===== config.mk =====
export PLATFORM = sky130hd
export DESIGN_NAME = tgc_gate_counter
export DESIGN_NICKNAME = d
export VERILOG_FILES = /design/src/design/tgc_gate_counter.v
export VERILOG_INCLUDE_DIRS = /design/src /design/src/design
export SDC_FILE = /design/constraint.sdc
export NUM_CORES = 1
export LEC_CHECK = 0
export ABC_AREA = 0
export ABC_CLOCK_PERIOD_IN_PS = 1800
export BUFFER_PORTS_ARGS = -buffer_cell sky130_fd_sc_hd__buf_2
export CAP_MARGIN = 20
export CORE_MARGIN = 3
export CORE_UTILIZATION = 30
export CTS_CLUSTER_DIAMETER = 120
export CTS_CLUSTER_SIZE = 30
export DETAILED_ROUTE_END_ITERATION = 8
export PLACE_DENSITY = 0.55
export SLEW_MARGIN = 20
export SYNTH_ARGS = -nofsm -noshare
export SYNTH_HDL_FRONTEND = slang
export SYNTH_SLANG_ARGS = --single-unit

===== constraint.sdc =====
create_clock -name clk_i -period 1.8 [get_ports clk_i]
set_input_delay 0.36 -clock clk_i [delete_from_list [all_inputs] [get_ports clk_i]]
set_output_delay 0.36 -clock clk_i [all_outputs]
set_load 0.005 [all_outputs]

===== src/design/tgc_map.vh =====
// constants for the gated 16-bit counter block
// assumes one 40 MHz system clock; no register bus, all control is by ports
`ifndef TGC_MAP_VH
`define TGC_MAP_VH
// gate source select codes
`define TGC_SRC_PIN 2'h0
`define TGC_SRC_T8_OVF 2'h1
`define TGC_SRC_PERIOD 2'h2
`define TGC_SRC_WDOG 2'h3
// reset value and count limits
`define TGC_CNT_RST 16'h0000
`define TGC_CNT_MAX 16'hffff
`define TGC_T8_MAX 8'hff
// interrupt vector for wake from sleep
`define TGC_IRQ_VECTOR 16'h0004
`endif


===== src/design/tgc_gate_counter.v =====
// gate control, toggle / single-pulse modes and 16-bit counter with overflow
// assumes count_tick_i is a one-cycle pulse for each rising edge of the
// chosen count clock, already in clk_i domain; gate pin is asynchronous
`timescale 1ns/1ps
`default_nettype none
`include "tgc_map.vh"

// What this block does
// - gating applies only when gate_enable set
// - count on clock edge when gate active
// - polarity picks active gate level
// - two-bit select picks one of four sources
// - eight-bit timer wrap gives rising pulse
// - period timer reset gives rising pulse
// - gate on watchdog source powers watchdog
// - gate use never enables watchdog reset/wake
// - watchdog interval still from option bits
// - toggle mode flips on each rising edge after polarity
// - toggle flop held clear when disabled
// - go bit arms counting from next edge
// - trailing edge clears go, others ignored
// - clearing single-pulse enable clears go
// - toggle plus single-pulse measures one cycle
// - gate level status always valid
// - gate falling edge sets event flag
// - counter wrap sets overflow flag
// - overflow irq needs all four enables
// - sleep overflow wakes, vectors to 0004h if global on
// - counter_on and gate_enable select operation
module tgc_gate_counter #(
  parameter CNT_W = 16
) (
  input wire clk_i,
  input wire rst_n_i,
  input wire count_tick_i, // one pulse per count clock rising edge
  input wire counter_on_i,
  input wire gate_enable_i,
  input wire gate_polarity_i,
  input wire [1:0] gate_source_select_i,
  input wire gate_toggle_enable_i,
  input wire gate_single_pulse_enable_i,
  input wire go_set_i, // software writes go/done = 1
  input wire gate_input_pin_i, // asynchronous pin
  input wire [7:0] eight_bit_timer_count_i,
  input wire [7:0] period_timer_count_i,
  input wire watchdog_overflow_i,
  input wire watchdog_fuse_enable_i,
  input wire prescaler_assignment_i,
  input wire [2:0] prescaler_rate_i,
  input wire counter_load_i, // software write of counter pair
  input wire [CNT_W-1:0] counter_load_val_i,
  input wire gate_event_flag_clr_i,
  input wire overflow_flag_clr_i,
  input wire gate_event_irq_enable_i,
  input wire overflow_irq_enable_i,
  input wire peripheral_irq_enable_i,
  input wire global_irq_enable_i,
  input wire sleep_i,
  input wire external_sync_disable_i,
  output reg [CNT_W-1:0] counter_pair_o,
  output reg single_pulse_go_done_o,
  output reg gate_level_status_o,
  output reg gate_event_flag_o,
  output reg overflow_flag_o,
  output reg irq_o,
  output reg wake_o,
  output reg [15:0] wake_vector_o,
  output reg watchdog_osc_on_o,
  output reg watchdog_reset_allow_o,
  output reg [3:0] watchdog_interval_sel_o
);

  // ************************************************
  // input synchronisers
  // ************************************************
  reg [2:0] pin_s_r; // pin: three flops, change once 2nd and 3rd agree
  reg pin_q_r; // filtered pin level
  reg [2:0] wdt_s_r; // watchdog overflow, asynchronous oscillator
  reg wdt_q_r;
  reg [7:0] t8_prev_r; // previous eight-bit count
  reg [7:0] per_prev_r; // previous period timer count
  reg t8_pulse_r; // rising pulse on eight-bit wrap
  reg per_pulse_r; // rising pulse on period reset

  // the pin and the watchdog pulse come from other clocks; the third
  // flop and the agree test keep one metastable sample from counting
  // sync pin and watchdog; first flop only feeds the second
  always @(posedge clk_i)
  begin
    if (!rst_n_i)
    begin
      pin_s_r <= 3'h0;
      pin_q_r <= 1'b0;
      wdt_s_r <= 3'h0;
      wdt_q_r <= 1'b0;
    end
    else
    begin
      pin_s_r <= {pin_s_r[1:0], gate_input_pin_i};
      wdt_s_r <= {wdt_s_r[1:0], watchdog_overflow_i};
      // accept only a level stable in stages two and three
      if (pin_s_r[1] == pin_s_r[2])
        pin_q_r <= pin_s_r[2];
      if (wdt_s_r[1] == wdt_s_r[2])
        wdt_q_r <= wdt_s_r[2];
    end
  end

  // derive wrap pulses from the on-chip timer counts (same clock)
  // these counts share clk_i, so no synchroniser is needed; the
  // one-cycle pulse is enough for the edge logic further down
  always @(posedge clk_i)
  begin
    if (!rst_n_i)
    begin
      t8_prev_r <= 8'h00;
      per_prev_r <= 8'h00;
      t8_pulse_r <= 1'b0;
      per_pulse_r <= 1'b0;
    end
    else
    begin
      t8_prev_r <= eight_bit_timer_count_i;
      per_prev_r <= period_timer_count_i;
      // ff -> 00 wrap
      t8_pulse_r <= (t8_prev_r == `TGC_T8_MAX) &&
                    (eight_bit_timer_count_i == 8'h00);
      // any nonzero -> 00 is the match reset
      per_pulse_r <= (per_prev_r != 8'h00) &&
                     (period_timer_count_i == 8'h00);
    end
  end

  // ************************************************
  // source select, polarity, toggle, single pulse
  // ************************************************
  reg src_w; // selected raw source
  reg pol_w; // after polarity
  reg src_prev_r; // for incrementing edge of source
  reg tog_r; // toggle flip-flop
  reg mode_w; // after toggle stage
  reg val_w; // gate value after single-pulse stage
  reg val_prev_r;
  reg armed_r; // single pulse: counting enabled after first edge
  wire pol_rise_w;
  wire mode_rise_w;
  wire val_fall_w;

  // changing polarity while toggle mode runs may flip the flop once;
  // software should settle polarity before it enables toggle mode
  always @*
  begin
    case (gate_source_select_i)
      `TGC_SRC_PIN: src_w = pin_q_r;
      `TGC_SRC_T8_OVF: src_w = t8_pulse_r;
      `TGC_SRC_PERIOD: src_w = per_pulse_r;
      `TGC_SRC_WDOG: src_w = wdt_q_r;
      default: src_w = 1'b0;
    endcase
    // polarity 1 counts on high, 0 counts on low
    pol_w = gate_polarity_i ? src_w : ~src_w;
    mode_w = gate_toggle_enable_i ? tog_r : pol_w;
    // single-pulse: only the armed window passes
    if (gate_single_pulse_enable_i)
      val_w = single_pulse_go_done_o & armed_r & mode_w;
    else
      val_w = mode_w;
  end

  assign pol_rise_w = pol_w & ~src_prev_r;
  assign mode_rise_w = gate_toggle_enable_i ? pol_rise_w :
                       pol_rise_w;
  assign val_fall_w = val_prev_r & ~val_w;

  // toggle flop and single-pulse sequencing
  // go is set by software and cleared by the trailing edge or by
  // dropping single-pulse mode; a new go always restarts the arming
  always @(posedge clk_i)
  begin
    if (!rst_n_i)
    begin
      src_prev_r <= 1'b1; // no false edge from a gate active at reset
      tog_r <= 1'b0;
      armed_r <= 1'b0;
      single_pulse_go_done_o <= 1'b0;
      val_prev_r <= 1'b0;
    end
    else
    begin
      src_prev_r <= pol_w;
      val_prev_r <= val_w;
      // flip on each incrementing source edge, else held clear
      if (!gate_toggle_enable_i)
        tog_r <= 1'b0;
      else if (pol_rise_w)
        tog_r <= ~tog_r;
      if (!gate_single_pulse_enable_i)
      begin
        single_pulse_go_done_o <= 1'b0;
        armed_r <= 1'b0;
      end
      else if (go_set_i)
      begin
        single_pulse_go_done_o <= 1'b1;
        armed_r <= 1'b0;
      end
      else if (single_pulse_go_done_o && !armed_r && mode_rise_w &&
               (gate_toggle_enable_i ? !tog_r : 1'b1))
        armed_r <= 1'b1;
      else if (single_pulse_go_done_o && armed_r && !mode_w)
      begin
        // trailing edge ends the shot; rest ignored
        single_pulse_go_done_o <= 1'b0;
        armed_r <= 1'b0;
      end
    end
  end

  // ************************************************
  // counter, flags, wake and watchdog control
  // ************************************************
  wire run_w;
  wire inc_w;
  wire wrap_w;
  reg ovf_irq_w;

  // on off, always on, or gated
  assign run_w = counter_on_i & (~gate_enable_i | val_w);
  // in sleep only the unsynchronised counter mode advances
  assign inc_w = run_w & count_tick_i &
                 (~sleep_i | external_sync_disable_i);
  assign wrap_w = inc_w && (counter_pair_o == `TGC_CNT_MAX);

  always @*
  begin
    ovf_irq_w = overflow_flag_o & counter_on_i & overflow_irq_enable_i &
                peripheral_irq_enable_i & global_irq_enable_i;
  end

  // count, hold or load; software write wins over increment
  // a load in the cycle of a wrap still sets the overflow flag, so
  // software should stop the counter before it writes the pair
  always @(posedge clk_i)
  begin
    if (!rst_n_i)
      counter_pair_o <= `TGC_CNT_RST;
    else if (counter_load_i)
      counter_pair_o <= counter_load_val_i;
    else if (inc_w)
      counter_pair_o <= counter_pair_o + 1'b1;
  end

  // flags: a set in the clear cycle wins
  always @(posedge clk_i)
  begin
    if (!rst_n_i)
    begin
      gate_level_status_o <= 1'b0;
      gate_event_flag_o <= 1'b0;
      overflow_flag_o <= 1'b0;
      irq_o <= 1'b0;
      wake_o <= 1'b0;
      wake_vector_o <= 16'h0000;
      watchdog_osc_on_o <= 1'b0;
      watchdog_reset_allow_o <= 1'b0;
      watchdog_interval_sel_o <= 4'h0;
    end
    else
    begin
      // status follows the gate with gating off too, so software can
      // watch the gate before it turns gating on
      gate_level_status_o <= val_w;
      if (val_fall_w)
        gate_event_flag_o <= 1'b1;
      else if (gate_event_flag_clr_i)
        gate_event_flag_o <= 1'b0;
      if (wrap_w)
        overflow_flag_o <= 1'b1;
      else if (overflow_flag_clr_i)
        overflow_flag_o <= 1'b0;
      irq_o <= ovf_irq_w | (gate_event_flag_o & gate_event_irq_enable_i &
               peripheral_irq_enable_i & global_irq_enable_i);
      // wake on overflow with peripheral enable; vector if global on
      wake_o <= sleep_i & overflow_flag_o & counter_on_i &
                overflow_irq_enable_i & peripheral_irq_enable_i;
      wake_vector_o <= global_irq_enable_i ? `TGC_IRQ_VECTOR : 16'h0000;
      // the watchdog pulse width varies with clears, so software pairs
      // this source with toggle mode and measures whole intervals
      // oscillator on whether or not counter_on is set
      watchdog_osc_on_o <= watchdog_fuse_enable_i | (gate_enable_i &
        (gate_source_select_i == `TGC_SRC_WDOG));
      // only the fuse allows watchdog reset and wake
      watchdog_reset_allow_o <= watchdog_fuse_enable_i;
      watchdog_interval_sel_o <= {prescaler_assignment_i,
                                  prescaler_rate_i};
    end
  end

endmodule // tgc_gate_counter
`default_nettype wire


==> out/qor_table.md <==
| Item | Reported | Unit |
|:---|:---|:---|
| Outcome | complete, but fails checks | - |
| Violated checks | negative setup slack | - |
| GRT Util Overall | 14.26 | % |
| Antenna violations before repair | 0 | - |
| Final RePlAce weighted congestion | 0.8188 | - |
| Final worst-path cycle share | 101.1 | % |
| Post-Syn Instances | 308 | - |
| Number of flip-flops and latches in the synthesized netlist | 58 | - |
| Final net count | 489 | - |
| Top cells by area, synth | sky130_fd_sc_hd__dfxtp_1 (42%), sky130_fd_sc_hd__and2_1 (6.8%), sky130_fd_sc_hd__buf_4 (4.1%) | - |
| Final count of hold timing violations | 0 | - |
| Cts bufs inserted | 9 | - |
| Die Width | 102.2 | um |
| Area share of the leading cell type in the synthesized netlist | 41.84 | % |
| Hold Crit Class | primary input to flop | - |
| Cell internal power dissipation | 2.293 | mW |
| Sum of net half-perimeters after detailed placement | 5.590 | mm |
| Switching fraction of total power | 24.40 | % |
| Post-synth EDFFs | 0 | - |
| Detailed-routing iteration count for the pre-antenna-repair pass | 4 | - |
| Post-synth top cells | sky130_fd_sc_hd__dfxtp_1 (58), sky130_fd_sc_hd__and2_1 (30), sky130_fd_sc_hd__buf_4 (15), sky130_fd_sc_hd__nand2_1 (15), sky130_fd_sc_hd__nor2_1 (14) | - |
| Total overflow reported by the global router | 0 | - |
| Antenna violation net count after detailed routing | 0 | - |
| Initial Util | 31.36 | % |
| Fillcell total | 900 | - |
| Slew Limit Fails | 0 | - |
| Post-Synthesis Mean Instance Area | 9.010 | um2 |
| Placed Area | 3560 | um2 |
| Synth async-reset ratio | 0 | % |
| Largest net degree at the start of global routing | 27 | - |
| Number of library cell types mapped by synthesis | 52 | - |
| Vias per cell | 5.004 | - |
| Routed WL per cell | 13.61 | um |
| Die height | 102.2 | um |
| Root buf cell | sky130_fd_sc_hd__clkbuf_8 | - |
| Fin util | 43.61 | % |
| CP Class | flop to flop | - |
| Crit. End Element | flop | - |
| Part of the total power dissipated in the clock network | 42.2 | % |
| TritonCTS clock tree | built | - |
| Rows | 34 | - |
| Critical path required time | 2020 | ps |
| Number of top-level pins | 103 | - |
| Critical path fanouts, max | 6 | - |
| Pwr/cell area | 785.9 | nW/um2 |
| Startpoint type of the worst setup path | flop | - |
| Number of global-route vias before repair | 2551 | - |
| Reported max-cap violation count | 0 | - |
| Insertion delay to the later sink of the worst-skew pair | 330 | ps |
| Part of the total power dissipated in sequential elements | 45.5 | % |
| Syn Std Cell Area | 2775 | um2 |
| Most frequently used cell type in the post-synthesis netlist | sky130_fd_sc_hd__dfxtp_1 | - |
| Worst IR Drop VDD | 0.0003409 | V |
| Iter 0 DRT Violations | 124 | - |
| Area of all placed cells without fillers | 3859 | um2 |
| P&R area growth vs syn | 39.04 | % |
| Diodes inserted | 0 | - |
| Count of clock tree sinks | 58 | - |
| Drc violations | 0 | - |
| Clock skew | 6.857 | ps |
| Most used flip-flop cell after synthesis | sky130_fd_sc_hd__dfxtp_1 | - |
| Cell type contributing the most total cell area after synthesis | sky130_fd_sc_hd__dfxtp_1 | - |
| Number of buffers added on ports | 87 | - |
| Final Routed Wirelength | 7.376 | mm |
| Total negative setup slack | -19.51 | ps |
| Core footprint | 8848 | um2 |
| Data arrival time of the critical path | 2040 | ps |
| Die area | 10440 | um2 |
| Count of final setup violators | 1 | - |
| Post-route worst setup slack | -19.51 | ps |
| Combinational group share of total power | 12.3 | % |
| Reg2reg setup slack | -20 | ps |
| Layout cells sized above 1 | 41.47 | % |
| Sequential cell area fraction in the yosys report | 41.84 | % |
| Synth warnings | 0 | - |
| Global-route wire length before repair | 11.71 | mm |
| Post-place setup slack | -275.0 | ps |
| Total power draw | 3.033 | mW |
| Detailed-route via count | 2712 | - |
| Clock-pin slew on the worst setup and hold paths | 70 | ps |
| Static Leak | 1.685 | nW |
| Post-layout minimum cycle time | 1820 | ps |
| Switching power | 0.7401 | mW |
| Maximum clock frequency | 549.6 | MHz |
| Unrepaired setup endpoints after global routing | yes | - |
| # H-tree levels | 3 | - |
| Maximum clock path buffer count | 2 | - |
cell families (layout without fill, tap and decap cells):
kind of cell               Yosys count  count (layout)  share of synthesized area [%]
xor gates and xnor gates             2               2                         0.6313
AOI/OAI and AO/OA                   63              63                          16.86
DFF                                 58              58                          41.84
muxes                                7               7                          3.336
and+or+nand+nor                    143             143                          30.21
buffers and inverters               33             145                          6.537
other                                1              15                         0.1351
adders and majority gates            1               1                         0.4508
power groups by stage:
stage / clock, mW / combinational, mW / sequential (mW)
6_report: 1.28 / 0.373 / 1.38
5_1_grt: 1.37 / 0.421 / 1.39
4_1_cts: 1.32 / 0.373 / 1.38
3_5_place_dp: 0 / 0.368 / 1.41
3_3_place_gp: 0 / 0.365 / 1.41
2_1_floorplan: 0 / 0.188 / 1.41
per-layer routing:
layer | vias up | track usage (%) | share of wire [%]
met5 | - | 0 | 0
met4 | 0 | 7.366 | 1.8
met3 | 11 | 3.754 | 7.0
met2 | 84 | 22.54 | 48
met1 | 1266 | 17.85 | 44
li1 | 1351 | - | -
registers in the layout, summed over array words and instances, names as in the netlist, 3 cells and up:
name and flops:
counter_pair_o 16, per_prev_r 8, pin_s_r 3, t8_prev_r 8, watchdog_interval_sel_o 4, wdt_s_r 3
critical path, stage by stage, from the launching register on:
cell and delay [ps]:
sky130_fd_sc_hd__dfxtp_4 370, sky130_fd_sc_hd__ha_4 130, sky130_fd_sc_hd__nand3_2 80, sky130_fd_sc_hd__or3_4 350, sky130_fd_sc_hd__or3_4 390, sky130_fd_sc_hd__a311oi_2 320
sky130_fd_sc_hd__a211oi_2 70
placed cells by master, fill, tap and decap left out, types with 5 or more instances in the layout:
cell and instances:
sky130_fd_sc_hd__and2_1 30, sky130_fd_sc_hd__o21ai_0 11, sky130_fd_sc_hd__nand4_1 10, sky130_fd_sc_hd__clkbuf_8 10, sky130_fd_sc_hd__nand3_1 9, sky130_fd_sc_hd__nor2_1 14
sky130_fd_sc_hd__buf_4 38, sky130_fd_sc_hd__buf_2 87, sky130_fd_sc_hd__nor3_1 8, sky130_fd_sc_hd__nand2_1 15, sky130_fd_sc_hd__and3_1 6, sky130_fd_sc_hd__conb_1 15
sky130_fd_sc_hd__dfxtp_1 52, sky130_fd_sc_hd__a211oi_2 5, sky130_fd_sc_hd__a31oi_1 11, sky130_fd_sc_hd__nor2b_1 7, sky130_fd_sc_hd__nor4_1 12, sky130_fd_sc_hd__a21oi_1 5
sky130_fd_sc_hd__or3_4 5, sky130_fd_sc_hd__dfxtp_2 5
worst paths after layout:
path / from / to / cells past startpoint
max reg2reg: counter_pair_o[0] / counter_pair_o[8] / 6
min: eight_bit_timer_count_i[4] / t8_pulse_r / 2
max: counter_pair_o[0] / counter_pair_o[8] / 6
min reg2reg: pin_s_r[0] / pin_s_r[1] / 1
what timing repair did:
action                     4_1_cts  5_1_grt
hold buffers                     0        0
pin swaps                        1        5
setup endpoints to repair        8       18
buffers inserted                 0        3
gates resized for setup          9       11
stage by stage:
stage | hold slack [ps] | cells
final | 200.3 | 542
after global routing | 200.6 | 542
after CTS | 189.3 | 540
after detailed placement | 422.7 | 524
after global placement | 415.3 | 524
after floorplan | 411.9 | 322
cell type report:
type,count,area [um2],area share (%)
multi-input cells,231,1603,41.54
clock buffers,12,166.4,4.313
clock inverters,4,47.55,1.232
well taps,108,135.1,3.502
inverters,4,15.01,0.3891
flip-flops and latches,58,1171,30.35
repair buffers,125,720.7,18.68
No activity file was read; power rests on OpenSTA's default activity.
